--- src/rtl/frt_defs.svh ---
/*
 * Offsets, reset values, field positions and timing counts of the
 * rate, tape and main status register block.
 * Assumes a 250 MHz controller clock and byte-wide host accesses.
 */
`ifndef FRT_DEFS_SVH
`define FRT_DEFS_SVH

// Host offsets
`define FRT_ADDR_W 10
`define FRT_OFS_DIGOUT 10'h3f2
`define FRT_OFS_TAPE 10'h3f3
`define FRT_OFS_RATE 10'h3f4
`define FRT_OFS_STATUS 10'h3f4
`define FRT_OFS_DATA 10'h3f5
`define FRT_OFS_CFGCTL 10'h3f7

// Reset values
`define FRT_TAPE_RST 2'h0
`define FRT_RATE_SEL_RST 2'h2
`define FRT_CODE_RST 3'h0

// Rate select and output register fields
`define FRT_RS_SWRST 7
`define FRT_RS_LOWPWR 6
`define FRT_RS_CODE_HI 4
`define FRT_RS_CODE_LO 2
`define FRT_RS_RATE_HI 1
`define FRT_RS_RATE_LO 0
`define FRT_DO_NRESET 2

// Rate select encodings
`define FRT_SEL_500K 2'h0
`define FRT_SEL_ALT 2'h1
`define FRT_SEL_250K 2'h2
`define FRT_SEL_1M 2'h3

// MFM data rates in Kbps
`define FRT_KBPS_2M 12'h7d0
`define FRT_KBPS_1M 12'h3e8
`define FRT_KBPS_500K 12'h1f4
`define FRT_KBPS_300K 12'h12c
`define FRT_KBPS_250K 12'h0fa

// Precompensation codes and delays in ps
`define FRT_CODE_DEFAULT 3'h0
`define FRT_CODE_ZERO 3'h7
`define FRT_STEP_SLOW_PS 18'h0_a2c6
`define FRT_STEP_FAST_PS 18'h0_5140
`define FRT_DEF_SLOW_PS 18'h1_e848

// Software reset pulse: least duration and clock period in ns
`define FRT_SWRST_NS 100
`define FRT_CLK_NS 4
`define FRT_SWRST_CYC ((`FRT_SWRST_NS + `FRT_CLK_NS - 1) / `FRT_CLK_NS)

`endif

--- src/rtl/frt_pkg.sv ---
/*
 * Types of the rate, tape and main status register block.
 * Assumes frt_defs.svh is available on the include path.
 */
`include "frt_defs.svh"

package frt_pkg;

    typedef struct packed {
        logic [`FRT_ADDR_W-1:0] addr;
        logic [7:0] wdata;
        logic wr;
        logic rd;
    } frt_bus_type;

    typedef struct packed {
        logic host_may_transfer;
        logic transfer_direction;
        logic non_dma;
        logic cmd_busy;
        logic seek_busy_b;
        logic seek_busy_a;
    } frt_status_type;

    typedef struct packed {
        logic [1:0] tape_sel;
        logic [1:0] rate_sel;
        logic [2:0] code_a;
        logic low_power;
        logic reset_hold;
        logic [4:0] swrst_cnt;
        logic [7:0] rd_data;
        logic [1:0] drive_density_out;
        logic density_select;
        logic [11:0] rate_kbps;
        logic [17:0] code_a_ps;
        logic code_a_en;
        logic tape_active;
    } frt_state_type;

endpackage

--- src/rtl/frt_regs.sv ---
/*
 * Tape assignment, rate/precompensation select and main status
 * registers, data rate decoding onto the drive density outputs,
 * manual low power and software reset control.
 * Assumes the controller core supplies status, drive select and the
 * per-drive configuration pairs on the same clock.
 */
// The address-and-strobe port was decided locally.
// What this block does
// - Tape select bits 1:0 name tape drive: none, drive 1, 2 or 3.
// - Drive 0 is boot drive and never becomes the tape drive.
// - Software reset leaves tape assignment unchanged; only hardware reset alters it.
// - Normal mode tape register reads return zero in bits 7:2.
// - Enhanced mode two reads: tape select, boot drive, drive type, reserved.
// - Drive type id is the configuration pair picked by drive select.
// - Rate register: reset bit7, low power bit6, zero, code 4:2, rate 1:0.
// - Data rate comes from whichever of rate or config register was written last.
// - Hardware reset loads 02H; software reset clears only the low power bit of the rate register.
// - Code 111 zero delay, 001-110 steps, 000 rate default.
// - Default delay 20.8 ns at 2M, 41.67 ns at 1M, else 125 ns.
// - Precompensation starts at track 0 unless configure changes it.
// - Low power bit stops controller until software reset or data/status access.
// - Bit 7 resets controller like output register reset, then clears itself.
// - MFM rate decoded from drive rate pair and rate select; FM is half.
// - Density select high for 1M and 500K; rate bits follow rate select.
// - Drive density outputs follow drive type pair mapping.
// - Main status reads at any time, without wait; a read ends low power.
// - Status: transfer, direction, non-DMA, command busy, reserved, seek busy.
// - Seek busy flags are one during seeks, implied seeks and recalibrates.
// - Transfer bit one allows data access; direction one means host read.
// - Output register reset bit zero holds reset until one; rates unaffected.
// - Command busy rises on accepted command byte, falls after result phase.
`include "frt_defs.svh"

module frt_regs
    import frt_pkg::*;
(
    input wire logic clk,
    input wire logic sys_rst,
    input wire frt_bus_type bus,
    output logic [7:0] rd_data,
    input wire frt_status_type status,
    input wire logic enhanced_mode_two,
    input wire logic [1:0] drive_select,
    input wire logic [1:0] boot_drive,
    input wire logic [7:0] drive_type_cfg,
    input wire logic [7:0] drive_rate_cfg,
    input wire logic [7:0] cur_track,
    input wire logic [7:0] code_a_start_track,
    output logic ctrl_reset,
    output logic low_power,
    output logic tape_drive_active,
    output logic [1:0] rate_bits,
    output logic density_select,
    output logic [1:0] drive_density_out,
    output logic [11:0] mfm_rate_kbps,
    output logic [11:0] fm_rate_kbps,
    output logic [17:0] code_a_delay_ps,
    output logic code_a_enable
);

    localparam logic [4:0] SWRST_CYC = 5'(`FRT_SWRST_CYC);

    frt_state_type s_q;
    frt_state_type s_d;
    logic wr_tape;
    logic wr_rate;
    logic wr_cfg;
    logic wr_digout;
    logic rd_tape;
    logic rd_stat;
    logic data_acc;
    logic [1:0] type_pair;
    logic [1:0] rate_pair;
    logic [11:0] kbps;
    logic [17:0] step_ps;
    logic [17:0] dflt_ps;

    // Pick one two-bit pair of a per-drive configuration byte
    function automatic logic [1:0] pick_pair(input logic [7:0] cfg, input logic [1:0] idx);
        logic [1:0] r;
        r = 2'h0;
        case (idx)
            2'h0: r = cfg[1:0];
            2'h1: r = cfg[3:2];
            2'h2: r = cfg[5:4];
            default: r = cfg[7:6];
        endcase
        return r;
    endfunction

    assign wr_tape = bus.wr && bus.addr == `FRT_OFS_TAPE;
    assign wr_rate = bus.wr && bus.addr == `FRT_OFS_RATE;
    assign wr_cfg = bus.wr && bus.addr == `FRT_OFS_CFGCTL;
    assign wr_digout = bus.wr && bus.addr == `FRT_OFS_DIGOUT;
    assign rd_tape = bus.rd && bus.addr == `FRT_OFS_TAPE;
    assign rd_stat = bus.rd && bus.addr == `FRT_OFS_STATUS;
    assign data_acc = (bus.rd || bus.wr) && bus.addr == `FRT_OFS_DATA;

    // Per-drive pairs from outside configuration
    assign type_pair = pick_pair(drive_type_cfg, drive_select);
    assign rate_pair = pick_pair(drive_rate_cfg, drive_select);

    always_comb begin
        kbps = `FRT_KBPS_250K;
        case (s_q.rate_sel)
            `FRT_SEL_1M: kbps = `FRT_KBPS_1M;
            `FRT_SEL_500K: kbps = `FRT_KBPS_500K;
            `FRT_SEL_250K: kbps = `FRT_KBPS_250K;
            default: begin
                case (rate_pair)
                    2'h1: kbps = `FRT_KBPS_500K;
                    2'h2: kbps = `FRT_KBPS_2M;
                    default: kbps = `FRT_KBPS_300K;
                endcase
            end
        endcase
    end

    always_comb begin
        step_ps = (kbps == `FRT_KBPS_2M) ? `FRT_STEP_FAST_PS : `FRT_STEP_SLOW_PS;
        dflt_ps = `FRT_DEF_SLOW_PS;
        if (kbps == `FRT_KBPS_2M) begin
            dflt_ps = `FRT_STEP_FAST_PS;
        end else if (kbps == `FRT_KBPS_1M) begin
            dflt_ps = `FRT_STEP_SLOW_PS;
        end
    end

    always_comb begin
        s_d = s_q;
        s_d.rd_data = 8'h00;
        // Software reset pulse counts down
        if (s_q.swrst_cnt != 5'h0) begin
            s_d.swrst_cnt = s_q.swrst_cnt - 5'h1;
        end
        if (wr_digout) begin
            s_d.reset_hold = ~bus.wdata[`FRT_DO_NRESET];
        end
        if (wr_tape) begin
            s_d.tape_sel = bus.wdata[1:0];
        end
        if (wr_rate) begin
            s_d.rate_sel = bus.wdata[`FRT_RS_RATE_HI:`FRT_RS_RATE_LO];
            s_d.code_a = bus.wdata[`FRT_RS_CODE_HI:`FRT_RS_CODE_LO];
            s_d.low_power = bus.wdata[`FRT_RS_LOWPWR];
            if (bus.wdata[`FRT_RS_SWRST]) begin
                s_d.swrst_cnt = SWRST_CYC;
            end
        end
        if (wr_cfg) begin
            s_d.rate_sel = bus.wdata[1:0];
        end
        // Leave low power on reset or data/status access
        if (ctrl_reset || rd_stat || data_acc || (wr_rate && bus.wdata[`FRT_RS_SWRST])) begin
            s_d.low_power = 1'b0;
        end
        if (rd_tape) begin
            if (enhanced_mode_two) begin
                s_d.rd_data = {2'h0, type_pair, boot_drive, s_q.tape_sel};
            end else begin
                s_d.rd_data = {6'h00, s_q.tape_sel};
            end
        end
        if (rd_stat) begin
            // Plain copy of live status, no side effect on it
            s_d.rd_data = {status.host_may_transfer, status.transfer_direction,
                status.non_dma, status.cmd_busy, 2'h0,
                status.seek_busy_b, status.seek_busy_a};
        end
        s_d.rate_kbps = kbps;
        s_d.density_select = (s_q.rate_sel == `FRT_SEL_1M) ||
            (s_q.rate_sel == `FRT_SEL_500K);
        case (type_pair)
            2'h0: s_d.drive_density_out = {s_q.rate_sel[0], s_d.density_select};
            2'h2: s_d.drive_density_out = {s_q.rate_sel[0], s_q.rate_sel[1]};
            2'h1: s_d.drive_density_out = {s_q.rate_sel[0], ~s_d.density_select};
            default: s_d.drive_density_out = {s_q.rate_sel[1], s_q.rate_sel[0]};
        endcase
        case (s_q.code_a)
            `FRT_CODE_ZERO: s_d.code_a_ps = 18'h0_0000;
            `FRT_CODE_DEFAULT: s_d.code_a_ps = dflt_ps;
            default: s_d.code_a_ps = 18'(step_ps * s_q.code_a);
        endcase
        s_d.code_a_en = cur_track >= code_a_start_track;
        s_d.tape_active = (s_q.tape_sel != 2'h0) && (drive_select == s_q.tape_sel);
    end

    always_ff @(posedge clk) begin
        if (sys_rst) begin
            s_q <= '0;
            s_q.tape_sel <= `FRT_TAPE_RST;
            s_q.rate_sel <= `FRT_RATE_SEL_RST;
            s_q.code_a <= `FRT_CODE_RST;
            s_q.reset_hold <= 1'b1;
            s_q.density_select <= 1'b1;
            s_q.rate_kbps <= `FRT_KBPS_250K;
            s_q.code_a_ps <= `FRT_DEF_SLOW_PS;
            s_q.code_a_en <= 1'b1;
        end else begin
            s_q <= s_d;
        end
    end

    assign rd_data = s_q.rd_data;
    assign ctrl_reset = s_q.reset_hold || (s_q.swrst_cnt != 5'h0);
    assign low_power = s_q.low_power;
    assign tape_drive_active = s_q.tape_active;
    assign rate_bits = s_q.rate_sel;
    assign density_select = s_q.density_select;
    assign drive_density_out = s_q.drive_density_out;
    assign mfm_rate_kbps = s_q.rate_kbps;
    assign fm_rate_kbps = {1'b0, s_q.rate_kbps[11:1]};
    assign code_a_delay_ps = s_q.code_a_ps;
    assign code_a_enable = s_q.code_a_en;
endmodule

--- config.mk ---
export PLATFORM = sky130hd
export DESIGN_NAME = frt_regs
export DESIGN_NICKNAME = d
export VERILOG_FILES = /design/src/rtl/frt_pkg.sv /design/src/rtl/frt_regs.sv
export VERILOG_INCLUDE_DIRS = /design/src /design/src/rtl
export SDC_FILE = /design/constraint.sdc
export NUM_CORES = 1
export LEC_CHECK = 0
export BUFFER_PORTS_ARGS = -buffer_cell sky130_fd_sc_hd__buf_2
export CORE_ASPECT_RATIO = 2
export CORE_UTILIZATION = 30
export DETAILED_ROUTE_END_ITERATION = 6
export PLACE_DENSITY = 0.57
export SYNTH_ARGS = -nofsm -noshare
export SYNTH_HDL_FRONTEND = slang
export SYNTH_SLANG_ARGS = --single-unit
--- constraint.sdc ---
create_clock -name clk -period 4.7 [get_ports clk]
set_input_delay 0.94 -clock clk [delete_from_list [all_inputs] [get_ports clk]]
set_output_delay 0.94 -clock clk [all_outputs]
set_load 0.01 [all_outputs]
==> impl_metrics.json <==
{
  "avgSynthCellArea_um2": 8.79,
  "antenna_found_initial": 0,
  "fin_crit_ns": 4.45,
  "synth_cells": 369,
  "fp.dieH_um": 149,
  "synthTopCellsByArea": "dfxtp_1 33%, buf_4 13%, ha_1 12%",
  "crit_path_max_fanout": 4,
  "max_stage_delay_ns": 0.51,
  "core_area_um2": 10500,
  "worstPathArrival_ns": 4.59,
  "reg2reg_setup_slack_ns": 0.90,
  "rsz0062_at_grt": "false",
  "syn_to_final_growth_pct": 17.8,
  "status": "finished clean",
  "wl_per_cell_um": 12.4,
  "fin_util": 0.362,
  "syn_area_um2": 3240,
  "ir_drop_v": 0.000150,
  "yosys_warnings": 0,
  "yosysMostFrequentCell": "buf_4",
  "first_global_vias": 2591,
  "fin_skew_ns": 0.00629,
  "dr.pass1.iters": 4,
  "cts_tree": "done",
  "hold_buffers": 0,
  "worstSetupEndpoint": "code_a_delay_ps[16]",
  "ys_ff_latch": 53,
  "start_kind": "input port",
  "drcViolationCount": 0,
  "worstSetupStartpoint": "drive_select[1]",
  "timing.fmax_mhz": 225,
  "path_cells": "buf_2, mux4_2, inv_2, ha_4, or4b_4, or2_4, and2_4, or2_1, ha_4, fa_1, a21o_1, a21o_1, a41oi_2, xor2_1, o21ai_1",
  "grt.total_usage": 0.132,
  "criticalPathCategory": "in2reg",
  "finalSetupViolations": 0,
  "yosysSeqAreaShare": 0.327,
  "viasPerCell": 4.59,
  "die-area_um2": 11300,
  "ctsResizeCount": 0,
  "rr_worst_depth": 13,
  "clock_sinks": 53,
  "portBuffers": 117,
  "worst_setup_path_end_kind": "register",
  "dp.cells": 573,
  "hp-class": "reg2reg",
  "postRouteAntennaNets": 0,
  "cpLargestDelayFamily": "simple AND/OR/NAND/NOR gates",
  "finalNonFillerCells": 579,
  "p_leak_nw": 1.85,
  "synth_edf_count": 0,
  "initialDrtViolationCount": 68,
  "gp_congestion": 0.807,
  "clk_pin_slew_ns": 0.07,
  "h-tree-depth": 2,
  "crit_cells": 15,
  "dp_slack_ns": -0.0345,
  "initial_core_util": 0.308,
  "clockBufferDepth": 2,
  "critPathSlowestCell": "mux4_2",
  "rr_startpoint": "rate_bits[0]",
  "hpwl_um": 5970,
  "yosysTopAreaCell": "dfxtp_1",
  "cap_violations": 0,
  "reg2reg_to": "code_a_delay_ps[16]",
  "synth_flop_cell": "dfxtp_1",
  "final_layout_size_suffix_gt1_frac": 0.348,
  "synth_common_cells": "54 x buf_4, 53 x dfxtp_1, 30 x ha_1, 30 x nor2_1, 23 x a21oi_1",
  "clk_latency_ns": 0.29,
  "worst_pin_slew_ns": 0.769,
  "cts_made_buffers": 5,
  "die_w_um": 75.5,
  "power.density_nw_per_um2": 261,
  "async_flop_share": 0,
  "cts-root-buf": "clkbuf_16",
  "antennaDiodeCount": 0,
  "dr_total_vias": 2655,
  "grt_pass1_wl_um": 11200,
  "hold_ws_ns": 0.488,
  "grt_overflow": 0,
  "postCtsSetupBuffers": 0,
  "fp-row-count": 53,
  "synth_top_area_frac": 0.327,
  "slew_viol_final": 0,
  "finalHoldViolations": 0,
  "io_pins": 124,
  "nNetsFinal": 539,
  "crit_buf_inv": 2,
  "relSlewSlack": 0.486,
  "yosysUniqueCellTypes": 50,
  "drt-total-wl_um": 7190,
  "required_ns": 4.85,
  "grt_max_degree": 42,
  "min_period_over_period": 0.947,
  "layout_setup_ws_ns": 0.251
}
[final cells by class]
class | count | area (um^2)
Clock inverter | 1 | 5.00
Clock buffer | 5 | 125
Multi-Input combinational cell | 233 | 1700
Inverter | 20 | 75.1
Sequential cell | 53 | 1060
Fill cell | 1101 | 6720
Timing Repair Buffer | 130 | 683
Tap cell | 137 | 171
[per-stage QoR]
step / power [mW] / setup TNS, ns / cell area, um^2
2_1_floorplan: 0.615 / 0 / 3300
3_3_place_gp: 0.661 / -0.00911 / 3690
3_5_place_dp: 0.667 / -0.0345 / 3690
4_1_cts: 1.02 / 0 / 3820
5_1_grt: 1.05 / 0 / 3820
6_report: 0.996 / 0 / 3820
[tightest hold or removal path, delay by kind of cell, from the launching register on]
family / cells / cell delay (ns)
and+or+nand+nor: 1 / 0.06
AOI/OAI and AO/OA: 1 / 0.06
DFF: 1 / 0.33
[routing by layer]
| metal | up-vias | wire [um] | global-route usage |
|---|---|---|---|
| met2 | 77 | 4240 | 0.259 |
| met3 | 15 | 237 | 0.0149 |
| met4 | 0 | 226 | 0.0741 |
| met5 | - | 0 | 0 |
| met1 | 1223 | 2490 | 0.121 |
| li1 | 1340 | - | - |
[cell families (layout without fill, tap and decap cells)]
group	Yosys count	in the layout	synth area share
XOR/XNOR	15	15	0.0405
AO/OA/AOI/OAI	65	65	0.123
adder cells (fa/ha/maj)	31	31	0.122
other	1	6	0.00116
flip-flops	53	53	0.327
multiplexers	9	9	0.0432
buffers and inverters	88	156	0.164
AND/OR/NAND/NOR	107	107	0.179
[cells in the final DEF, fill, tap and decap left out, types with 7 or more instances in the layout]
| cell type | n |
|---|---|
| buf_2 | 117 |
| dfxtp_1 | 53 |
| nor2_1 | 30 |
| ha_1 | 28 |
| a21oi_1 | 23 |
| nand2_1 | 19 |
| inv_1 | 19 |
| buf_4 | 13 |
| o21ai_0 | 11 |
| nor3_1 | 10 |
| xor2_1 | 8 |
| and2_1 | 7 |
| xnor2_1 | 7 |
| a21o_1 | 7 |
[power breakdown]
part           switching [mW]  internal (mW)  leakage, nW  total, mW
combinational          0.0875         0.0869         1.36      0.174
sequential             0.0124          0.469        0.430      0.481
clock                   0.150          0.190       0.0655      0.340
total                   0.249          0.746         1.85      0.996
[worst min path at each step]
stage / endpoint / cells after the start / start / slack (ns)
2_1_floorplan: s_q[47] / 2 / s_q[47] / 0.45
3_3_place_gp: s_q[47] / 2 / s_q[47] / 0.47
3_5_place_dp: s_q[47] / 2 / s_q[47] / 0.48
4_1_cts: s_q[47] / 2 / s_q[47] / 0.49
5_1_grt: low_power / 2 / low_power / 0.53
6_report: s_q[47] / 2 / s_q[47] / 0.49
[flip-flops by register name (all words and copies together) (netlist names)]
name               cells
mfm_rate_kbps          9
low_power              1
tape_drive_active      1
drive_density_out      2
s_q                   11
code_a_delay_ps       17
rate_bits              2
density_select         1
code_a_enable          1
rd_data                8
Note: power is estimated with default switching activity, not from simulation.
